**src/rtl/bcbde_pkg.sv**
```systemverilog
// ==========================================================
// shared constants of the branch, call, bcd and decrement unit
package bcbde_pkg;

	// ==========================================================
	// opcode patterns
	localparam logic [7:0] BRANCH_ZERO_UPPER = 8'hE0;
	localparam logic [6:0] CALL_TOP = 7'h76;
	localparam logic [3:0] CALL_SECOND_TOP = 4'hF;
	localparam logic [15:0] ADJUST_WORD = 16'h0007;
	localparam logic [5:0] DECREMENT_TOP = 6'h01;
	localparam int CALL_FAST_BIT = 8;
	localparam int DECREMENT_DEST_BIT = 9;
	localparam int DECREMENT_ACCESS_BIT = 8;

	// ==========================================================
	// flag positions inside the status byte
	localparam int FLAG_C = 0;
	localparam int FLAG_DIGIT_CARRY = 1;
	localparam int FLAG_Z = 2;
	localparam int FLAG_OVERFLOW = 3;
	localparam int FLAG_N = 4;

	// ==========================================================
	// file addressing
	localparam logic [7:0] INDEXED_LIMIT = 8'h5F;
	localparam logic [7:0] ACCESS_SPLIT = 8'h60;
	localparam logic [3:0] ACCESS_HIGH_PAGE = 4'hF;
	localparam logic [3:0] ACCESS_LOW_PAGE = 4'h0;

	// ==========================================================
	// register offsets (byte addresses)
	localparam logic [7:0] REG_CTRL = 8'h00;
	localparam logic [7:0] REG_WORKING = 8'h04;
	localparam logic [7:0] REG_STATUS = 8'h08;
	localparam logic [7:0] REG_BANK_SELECT = 8'h0C;
	localparam logic [7:0] REG_PC = 8'h10;
	localparam logic [7:0] REG_TOP_OF_STACK = 8'h14;
	localparam logic [7:0] REG_STACK_PTR = 8'h18;
	localparam logic [7:0] REG_WORKING_SHADOW = 8'h1C;
	localparam logic [7:0] REG_FLAGS_SHADOW = 8'h20;
	localparam logic [7:0] REG_BANK_SHADOW = 8'h24;
	localparam logic [7:0] REG_INDEX_BASE = 8'h28;
	localparam int CTRL_EXT_BIT = 0;

	// ==========================================================
	// reset values and last quarter index
	localparam logic [20:0] RESET_PC = 21'h000000;
	localparam logic [7:0] RESET_BYTE = 8'h00;
	localparam logic [11:0] RESET_INDEX_BASE = 12'h000;
	localparam logic [1:0] QUARTER_LAST = 2'h3;

endpackage

```
**src/rtl/bcbde_exec.sv**
```systemverilog
`timescale 1ns/1ps
`default_nettype none

// What this block does
// - taken branch-on-zero loads PC plus twice offset
// - branch-on-zero decoded from upper byte E0
// - taken branch two cycles, untaken one
// - call pushes call address plus four
// - fast bit copies working, status, bank shadows
// - call literal loads PC bits 20 to 1
// - call decoded from two words with fast bit
// - call takes two instruction cycles
// - low nibble plus six above nine or digit carry
// - high nibble adjust with carry; only C changes
// - decimal adjust fixed opcode, one cycle
// - decrement file, destination bit picks target
// - access bit zero selects access bank
// - indexed offset when extended and address low
// - decrement updates carry, digit carry, N, overflow, Z
// - decrement decoded from 000001 d a f
// - decrement completes in one cycle
module bcbde_exec #(
	parameter int STACK_DEPTH = 31,
	parameter int SP_W = 5
) (
	input wire logic sys_clk,
	input wire logic rst,
	input wire logic clk_en,
	input wire logic instr_valid,
	input wire logic [15:0] instr_word,
	input wire logic [15:0] instr_next_word,
	input wire logic [7:0] file_rdata,
	input wire logic [7:0] bus_addr,
	input wire logic [31:0] bus_wdata,
	input wire logic bus_wr,
	input wire logic bus_rd,
	output logic [31:0] bus_rdata,
	output logic [1:0] quarter,
	output logic [20:0] pc,
	output logic flush,
	output logic [11:0] file_addr,
	output logic file_re,
	output logic file_we,
	output logic [7:0] file_wdata
);

	// ==========================================================
	// types
	typedef enum logic [2:0] {OP_NONE, OP_BRANCH, OP_CALL, OP_ADJUST, OP_DECREMENT} bcbde_op_type;
	typedef enum logic {ST_EXEC, ST_NOP} bcbde_cycle_type;

	typedef struct packed {
		logic [1:0] q;
		bcbde_cycle_type st;
		bcbde_op_type op;
		logic [15:0] ir;
		logic [15:0] ir2;
		logic [20:0] pc;
		logic [7:0] w;
		logic [7:0] status;
		logic [7:0] bank_sel;
		logic [7:0] w_shadow;
		logic [7:0] ss;
		logic [7:0] bs;
		logic [SP_W-1:0] sp;
		logic [STACK_DEPTH:0][20:0] stk;
		logic ext_en;
		logic [11:0] index_base;
		logic [7:0] opr;
		logic [11:0] file_addr;
		logic file_re;
		logic file_we;
		logic [7:0] file_wdata;
		logic flush;
		logic [31:0] rdata;
	} bcbde_state_type;

	bcbde_state_type r;
	bcbde_state_type next_r;

	// ==========================================================
	// functions
	// file address from operand, access bit, mode and bank
	function automatic logic [11:0] bcbde_file_addr(input logic [7:0] f, input logic a, input logic ext,
		input logic [7:0] bank, input logic [11:0] base);
		logic [11:0] addr;
		addr = {bank[3:0], f};
		if (!a) begin
			if (ext && f <= bcbde_pkg::INDEXED_LIMIT) begin
				addr = 12'(base + {4'h0, f});
			end else if (f < bcbde_pkg::ACCESS_SPLIT) begin
				addr = {bcbde_pkg::ACCESS_LOW_PAGE, f};
			end else begin
				addr = {bcbde_pkg::ACCESS_HIGH_PAGE, f};
			end
		end
		return addr;
	endfunction

	// packed bcd correction, returns carry then byte
	function automatic logic [8:0] bcbde_adjust(input logic [7:0] w, input logic c, input logic dcarry);
		logic [4:0] lo;
		logic [4:0] hi;
		lo = {1'b0, w[3:0]};
		if (w[3:0] > 4'h9 || dcarry) begin
			lo = 5'(lo + 5'h06);
		end
		hi = 5'({1'b0, w[7:4]} + {4'h0, lo[4]});
		if (hi > 5'h09 || c) begin
			hi = 5'(hi + 5'h06);
		end
		return {hi[4] | c, hi[3:0], lo[3:0]};
	endfunction

	// register read mux
	function automatic logic [31:0] bcbde_read(input bcbde_state_type s, input logic [7:0] addr);
		logic [31:0] d;
		d = 32'h00000000;
		case (addr)
			bcbde_pkg::REG_CTRL: d[bcbde_pkg::CTRL_EXT_BIT] = s.ext_en;
			bcbde_pkg::REG_WORKING: d[7:0] = s.w;
			bcbde_pkg::REG_STATUS: d[7:0] = s.status;
			bcbde_pkg::REG_BANK_SELECT: d[7:0] = s.bank_sel;
			bcbde_pkg::REG_PC: d[20:0] = s.pc;
			bcbde_pkg::REG_TOP_OF_STACK: d[20:0] = s.stk[s.sp];
			bcbde_pkg::REG_STACK_PTR: d[SP_W-1:0] = s.sp;
			bcbde_pkg::REG_WORKING_SHADOW: d[7:0] = s.w_shadow;
			bcbde_pkg::REG_FLAGS_SHADOW: d[7:0] = s.ss;
			bcbde_pkg::REG_BANK_SHADOW: d[7:0] = s.bs;
			bcbde_pkg::REG_INDEX_BASE: d[11:0] = s.index_base;
			default: d = 32'h00000000;
		endcase
		return d;
	endfunction

	// ==========================================================
	// combinational helpers
	logic z_set;
	logic [20:0] branch_offset;
	logic [8:0] adjust_res;
	logic [7:0] dec_res;
	assign z_set = r.status[bcbde_pkg::FLAG_Z];
	assign branch_offset = {{12{r.ir[7]}}, r.ir[7:0], 1'b0};
	assign adjust_res = bcbde_adjust(r.w, r.status[bcbde_pkg::FLAG_C], r.status[bcbde_pkg::FLAG_DIGIT_CARRY]);
	assign dec_res = 8'(r.opr - 8'h01);

	// ==========================================================
	// next state: quarter phases, execution, then bus writes
	always_comb begin
		next_r = r;
		next_r.q = 2'(r.q + 2'h1);
		next_r.flush = 1'b0;
		next_r.file_re = 1'b0;
		next_r.file_we = 1'b0;
		case (r.q)
			2'h0: begin
				// q1 decode
				next_r.op = OP_NONE;
				if (r.st == ST_EXEC && instr_valid) begin
					next_r.ir = instr_word;
					next_r.ir2 = instr_next_word;
					next_r.pc = 21'(r.pc + 21'h000002);
					if (instr_word[15:8] == bcbde_pkg::BRANCH_ZERO_UPPER) begin
						next_r.op = OP_BRANCH;
					end else if (instr_word[15:9] == bcbde_pkg::CALL_TOP &&
						instr_next_word[15:12] == bcbde_pkg::CALL_SECOND_TOP) begin
						next_r.op = OP_CALL;
					end else if (instr_word == bcbde_pkg::ADJUST_WORD) begin
						next_r.op = OP_ADJUST;
					end else if (instr_word[15:10] == bcbde_pkg::DECREMENT_TOP) begin
						next_r.op = OP_DECREMENT;
						next_r.file_addr = bcbde_file_addr(instr_word[7:0],
							instr_word[bcbde_pkg::DECREMENT_ACCESS_BIT], r.ext_en, r.bank_sel, r.index_base);
						next_r.file_re = 1'b1;
					end
				end
			end
			2'h1: begin
				// q2 operand read is in flight
				next_r.op = r.op;
			end
			2'h2: begin
				// q3 take file data, push for a call
				if (r.op == OP_DECREMENT) begin
					next_r.opr = file_rdata;
				end
				if (r.op == OP_CALL) begin
					if (r.sp < SP_W'(STACK_DEPTH)) begin
						next_r.sp = SP_W'(r.sp + 1'b1);
						next_r.stk[SP_W'(r.sp + 1'b1)] = 21'(r.pc + 21'h000002);
					end
					if (r.ir[bcbde_pkg::CALL_FAST_BIT]) begin
						next_r.w_shadow = r.w;
						next_r.ss = r.status;
						next_r.bs = r.bank_sel;
					end
				end
			end
			default: begin
				// q4 write results
				next_r.st = ST_EXEC;
				case (r.op)
					OP_BRANCH: begin
						if (z_set) begin
							next_r.pc = 21'(r.pc + branch_offset);
							next_r.flush = 1'b1;
							next_r.st = ST_NOP;
						end
					end
					OP_CALL: begin
						next_r.pc = {r.ir2[11:0], r.ir[7:0], 1'b0};
						next_r.flush = 1'b1;
						next_r.st = ST_NOP;
					end
					OP_ADJUST: begin
						next_r.w = adjust_res[7:0];
						next_r.status[bcbde_pkg::FLAG_C] = adjust_res[8];
					end
					OP_DECREMENT: begin
						if (r.ir[bcbde_pkg::DECREMENT_DEST_BIT]) begin
							next_r.file_wdata = dec_res;
							next_r.file_we = 1'b1;
						end else begin
							next_r.w = dec_res;
						end
						next_r.status[bcbde_pkg::FLAG_C] = (r.opr != 8'h00);
						next_r.status[bcbde_pkg::FLAG_DIGIT_CARRY] = (r.opr[3:0] != 4'h0);
						next_r.status[bcbde_pkg::FLAG_Z] = (dec_res == 8'h00);
						next_r.status[bcbde_pkg::FLAG_N] = dec_res[7];
						next_r.status[bcbde_pkg::FLAG_OVERFLOW] = (r.opr == 8'h80);
					end
					default: begin
						next_r.st = ST_EXEC;
					end
				endcase
			end
		endcase
		// software access, writes land after the core
		if (bus_rd) begin
			next_r.rdata = bcbde_read(r, bus_addr);
		end
		if (bus_wr) begin
			case (bus_addr)
				bcbde_pkg::REG_CTRL: next_r.ext_en = bus_wdata[bcbde_pkg::CTRL_EXT_BIT];
				bcbde_pkg::REG_WORKING: next_r.w = bus_wdata[7:0];
				bcbde_pkg::REG_STATUS: next_r.status = bus_wdata[7:0];
				bcbde_pkg::REG_BANK_SELECT: next_r.bank_sel = bus_wdata[7:0];
				bcbde_pkg::REG_PC: next_r.pc = {bus_wdata[20:1], 1'b0};
				bcbde_pkg::REG_INDEX_BASE: next_r.index_base = bus_wdata[11:0];
				default: next_r.ext_en = next_r.ext_en;
			endcase
		end
	end

	// ==========================================================
	// state register
	always_ff @(posedge sys_clk or posedge rst) begin
		if (rst) begin
			r <= '0;
			r.st <= ST_EXEC;
			r.op <= OP_NONE;
			r.pc <= bcbde_pkg::RESET_PC;
			r.w <= bcbde_pkg::RESET_BYTE;
			r.status <= bcbde_pkg::RESET_BYTE;
			r.bank_sel <= bcbde_pkg::RESET_BYTE;
			r.index_base <= bcbde_pkg::RESET_INDEX_BASE;
		end else if (clk_en) begin
			r <= next_r;
		end
	end

	// ==========================================================
	// outputs straight from the state register
	assign bus_rdata = r.rdata;
	assign quarter = r.q;
	assign pc = r.pc;
	assign flush = r.flush;
	assign file_addr = r.file_addr;
	assign file_re = r.file_re;
	assign file_we = r.file_we;
	assign file_wdata = r.file_wdata;

	logic q4_branch;
	logic q4_call;
	logic q4_dec;
	assign q4_branch = r.q == bcbde_pkg::QUARTER_LAST && r.op == OP_BRANCH;
	assign q4_call = r.q == bcbde_pkg::QUARTER_LAST && r.op == OP_CALL;
	assign q4_dec = r.q == bcbde_pkg::QUARTER_LAST && r.op == OP_DECREMENT;
endmodule

`default_nettype wire

```
**config.mk**
```make
export PLATFORM = sky130hd
export DESIGN_NAME = bcbde_exec
export DESIGN_NICKNAME = d
export VERILOG_FILES = /design/src/rtl/bcbde_pkg.sv /design/src/rtl/bcbde_exec.sv
export SDC_FILE = /design/constraint.sdc
export NUM_CORES = 2
export LEC_CHECK = 0
export BUFFER_PORTS_ARGS = -buffer_cell sky130_fd_sc_hd__buf_2
export CAP_MARGIN = 10
export CORE_UTILIZATION = 45
export CTS_CLUSTER_SIZE = 14
export DETAILED_ROUTE_END_ITERATION = 8
export MAX_ROUTING_LAYER = met4
export PLACE_DENSITY = 0.71
export SLEW_MARGIN = 10
export SYNTH_ARGS = -nofsm -noshare
export SYNTH_HDL_FRONTEND = slang
export SYNTH_SLANG_ARGS = --single-unit
```
**constraint.sdc**
```tcl
create_clock -name sys_clk -period 48.4 [get_ports sys_clk]
set_clock_uncertainty 0.2 [all_clocks]
set_input_delay 9.68 -clock sys_clk [delete_from_list [all_inputs] [get_ports sys_clk]]
set_output_delay 9.68 -clock sys_clk [all_outputs]
set_load 0.01 [all_outputs]
```
# Word level (Yosys, flattened, before mapping)
# Cells that the tools add are included.
# W data, S select, Z words.
# op_classes
n_addsub,9
magnitude_cmp,8
n_eq_ne,22
muxes,45
bitwise_logic,6
n_reduce_logical,26
# op_table
cell,count
$bwmux W672,1
$bmux W21 S5,1
$demux W21 S5,1
$mux W21,4
$pmux W21 S2,2
$mux W56,1
$mux W45,1
$mux W8,5
$pmux W4 S10,1
$mux W12,3
$eq A8 B5 Y1 const B,4
$pmux W3 S9,1
$eq A8 B6 Y1 const B,3
$add A21 B2 Y21 const B,1
$add A21 B21 Y21,1
$mux W9,2
$pmux W9 S2,1
$reduce_and A3 Y1,6
$eq A16 B3 Y1 const B,1
$eq A8 B4 Y1 const B,2
$eq A8 B8 Y1 const B,2
$logic_not A8 Y1,2
$pmux W8 S2,1
$mux W5,3
other kinds (42),66
# totals
register_bits,849
in_bits,86
out_inout_bits,78
wordCells,171

# Depth between registers and ports, before layout
# logic_depth
depth_word,12
mapped_depth,12
depth_no_buf,12

# Worst setup path after synthesis
# Ideal clock, no wire load.
# synth_timing
kind,input -> register
start,input bus_addr[7]
end,register r[63] (netlist bit)
setup_time_ns,0.125
arrival_ns,11.403
required_time_ns,48.075
path_slack_ns,36.672
stages,9
path_buffers,3
cell_sequence,or2_1 -> clkbuf_1 -> nor2_2 -> nand2_1 -> nor3_2 -> and3_1 -> clkbuf_1 -> buf_4 -> mux2_2
# synth_between
elab_chain_cells,2
# synth_lines
item,line,rtl
from (decl),bcbde_exec.sv:33,"input wire logic [7:0] bus_addr,"
$eq A8 B6 Y1,bcbde_exec.sv:243,case (bus_addr)
$reduce_and A3 Y1 (no line),-,
to (signal assigned),bcbde_exec.sv:268,r <= next_r;
to (decl),bcbde_exec.sv:78,bcbde_state_type r;
# Every way passes these cells.
# A chain may end at the register's enable or synchronous reset.

==> metrics.md <==
| Metric | Value |
|---|---|
| Clock Tree Root | clkbuf_16 |
| Top delay family on crit path | buffers and inverters |
| Die W | 304 um |
| N_diodes | 0 |
| Power density over the cells | 41.1 mW/mm^2 |
| Depth of the most critical reg-to-reg path | 8 |
| Endpoints failing setup | 0 |
| Crit path top cell by count | buf_4 |
| Worst Hold Depth | 2 |
| Max Cap Violations | 0 |
| Max Clock Freq | 0.0743 GHz |
| CTS tree | yes |
| RSZ-0062 raised after global routing | false |
| Pleak | 20.3 nW |
| Post-Place Setup Slack | 34.01 ns |
| Rel. slew slack | 0.167 |
| Synth cell types | 88 |
| Core ar. | 0.0903 mm^2 |
| Syn-to-layout area delta | 9.20% |
| CP Data Arrival Time | 13.89 ns |
| Synth Register Bits | 839 |
| Slowest-stage cell, CP | buf_4 |
| CTS Hold Buffers Added | 0 |
| Die footprint | 0.0927 mm^2 |
| Outcome | finished, final reports clean |
| Syn. warnings | 0 |
| GRT Overall Usage | 0.245 |
| CP Cell Sequence | buf_2 -> inv_8 -> buf_4 -> buf_4 -> buf_4 -> buf_4 |
| Seq/Total Area, Yosys | 0.510 |
| Initial Util | 0.456 |
| Hold path endpoint | file_addr[1]$_DFFE_PP0P_ |
| Internal Pwr Total | 1.25 mW |
| Mean Syn Cell Area | 10.7 um^2 |
| Clock power share | 0.362 |
| NetSw | 0.597 mW |
| Met2 GRT Util | 0.394 |
| Min-delay src | file_addr[1]$_DFFE_PP0P_ |
| Global route total overflow | 0 |
| Wire per inst | 21.9 um |
| Crit path buf inv count | 6 |
| Post-CTS sizing | 0 |
| Storage element area | 0.0210 mm^2 |
| VDD IR max | 0.0000300 V |
| Part of the power in registers | 0.420 |
| Reg2Reg Capture Point | bus_rdata[11]$_DFFE_PP0P_ |
| Rows | 110 |
| Met3 usage | 0.0352 |
| Vias per cell | 5.91 |
| Area taken by multi-input logic gates | 0.0182 mm^2 |
| Nets | 3876 |
| Met1 Resource Use GR | 0.321 |
| Number of global-route vias before repair | 29500 |
| Total number of vias | 29400 |
| Worst slew pin tran | 1.25 ns |
| CTS sink cnt | 839 |
| Crit path max fanout | 126 |
| Layout cells sized above 1 | 0.190 |
| First-pass GRT wire length | 173 mm |
| Synth Cell Area | 0.0412 mm^2 |
| CP max stage delay | 0.86 ns |
| Hold Vio Cnt, Final | 0 |
| Comb pwr share | 0.218 |
| CTS max path bufs | 3 |
| Worst Path Required | 48.82 ns |
| Die Y | 304 um |
| DR pass1 iterations | 6 |
| Period utilization | 0.278 |
| Routed WL | 109 mm |
| CP Class | input port to asynchronous set/reset pin |
| Clk pin slew, worst setup/hold paths | 0.06 ns |
| # IOs | 164 |
| Post-synth EDFFs | 0 |
| Post-route ant nets | 0 |
| Most used routing layer | met2 |
| CP Launch Type | input port |
| Reg2Reg Setup Slack | 43.65 ns |
| Reg2reg start | r[748]$_DFFE_PP0P_ |
| DRT iter0 DRCs | 2695 |
| Period minus WS final | 13.47 ns |
| Mapped Cells | 3840 |
| Cts bufs inserted | 85 |
| Filler cells | 7922 |
| Post-CTS setup buffer count | 0 |
| Drt drc | 0 |
| Primary FF master, synth | dfrtp_1 |
| Routability cong. | 0.953 |
| Worst Hold Class | flop to flop |
| Worst setup EP type | asynchronous set/reset pin |
| Max-slew violations | 0 |
| Clk_lat worst skew | 0.65 ns |
| HPWL after DPL | 68.1 mm |
| Final worst slack | 34.93 ns |
| Antenna violations before repair | 0 |
| Ys async rst share | 1.00 |
| I/O Buffers | 141 |
| Switch share | 0.323 |
| H-tree depth | 3 |
| Total negative slack | 0 ns |
| Largest net degree at the start of global routing | 132 |
how the worst max path moves through the flow:
stage	startpoint	end	slack [ns]	depth (start not counted)
after CTS	rst	r[293]$_DFFE_PP0P_	34.68	6
final	rst	r[395]$_DFFE_PP0P_	34.93	6
after detailed placement	rst	r[395]$_DFFE_PP0P_	34.01	6
after global routing	rst	r[335]$_DFFE_PP0P_	34.15	6
after floorplan	rst	branch_offset[1]$_DFFE_PP0P_	14.95	1
after global placement	rst	r[374]$_DFFE_PP0P_	34.05	6
Yosys cell counts, drive strengths merged, types with 5 or more instances:
master	instances	area [um^2]
a222oi	5	50.1
inv	41	154
xnor2	36	315
dfrtp	839	21000
o21bai	6	45.0
a21oi	462	2310
a2bb2oi	5	43.8
o21ai	349	1750
nand2b	5	31.3
or3	5	31.3
mux2	142	1600
mux4	211	4750
o22ai	7	43.8
a22oi	10	75.1
a31oi	21	138
nand3b	10	75.1
a211oi	12	90.1
nor4	10	83.8
clkbuf	159	598
o21a	9	67.6
xor2	12	105
o211ai	13	97.6
buf	246	1540
mux2i	40	400
nor3b	8	71.3
nor2b	11	68.8
nor2	496	1870
nand2	380	1430
a32oi	5	43.8
a221o	9	90.1
ha	43	538
a221oi	26	234
nor3	34	180
and2	18	113
nand4	15	93.8
o31ai	11	82.6
and3	22	138
a21o	13	97.6
nand3	34	170
layer usage:
layer  wire, um  vias up
met2      52800     1099
met5          0        -
met3       7570      224
met1      45200    14700
met4       3240        0
li1           -    13400
registers in the layout, summed over array words and instances, names as in the netlist:
register       flops
r                764
bus_rdata         21
pc                21
file_addr         12
branch_offset      8
file_wdata         8
quarter            2
file_re            1
file_we            1
flush              1
layout make-up:
cell class,instances,area share
clock buffer,116,0.0535
clock inverter,27,0.00902
multi-input combinational,2564,0.405
timing repair buffer,213,0.0286
sequential,839,0.467
inverter,42,0.00370
tap,1176,0.0327
logic make-up after synthesis:
group	after synthesis	share of synthesized area
AOI/OAI and AO/OA	998	0.135
DFF	839	0.510
muxes	393	0.164
and+or+nand+nor	1069	0.110
buffers and inverters	447	0.0557
other	1	0.0000911
adders and majority gates	45	0.0140
xor gates and xnor gates	48	0.0102
stage by stage:
stage	power (mW)	std cells	util	hold WS [ns]	cell area, um^2
2_1_floorplan	1.06	3850	-	0.244	41200
3_3_place_gp	1.18	4834	0.467	0.257	42100
3_5_place_dp	1.18	4834	0.467	0.265	42100
4_1_cts	1.85	4977	0.498	0.278	44900
5_1_grt	1.92	4977	0.498	0.287	44900
6_report	1.85	4977	0.498	0.271	44900
cells in the final DEF (no fill, tap or decap), drive strengths merged, types with 12 or more instances in the layout:
cell / synthesis / layout
clkinv: 1 / 17
a31oi: 21 / 21
nor2: 496 / 496
inv: 41 / 43
mux4: 211 / 211
nor3: 34 / 34
dfrtp: 839 / 839
a21o: 13 / 13
o211ai: 13 / 13
nand4: 15 / 15
and2: 18 / 18
a211oi: 12 / 12
xnor2: 36 / 36
and3: 22 / 22
xor2: 12 / 12
ha: 43 / 43
clkbuf: 159 / 116
a21oi: 462 / 462
buf: 246 / 213
mux2: 142 / 142
o21ai: 349 / 349
nand2: 380 / 380
nand3: 34 / 34
mux2i: 40 / 40
a221oi: 26 / 26
tightest hold or removal path, cell delays in order (launching register included):
cell     delay [ns]
dfrtp_1        0.33
nand2_1        0.04
o21ai_0        0.06
power by group through the flow:
stage / clock (mW) / sequential [mW] / combinational [mW]
6_report: 0.668 / 0.775 / 0.402
5_1_grt: 0.707 / 0.778 / 0.438
4_1_cts: 0.679 / 0.773 / 0.395
3_5_place_dp: 0 / 0.786 / 0.393
3_3_place_gp: 0 / 0.785 / 0.392
2_1_floorplan: 0 / 0.754 / 0.309
No activity file was read; power rests on OpenSTA's default activity.
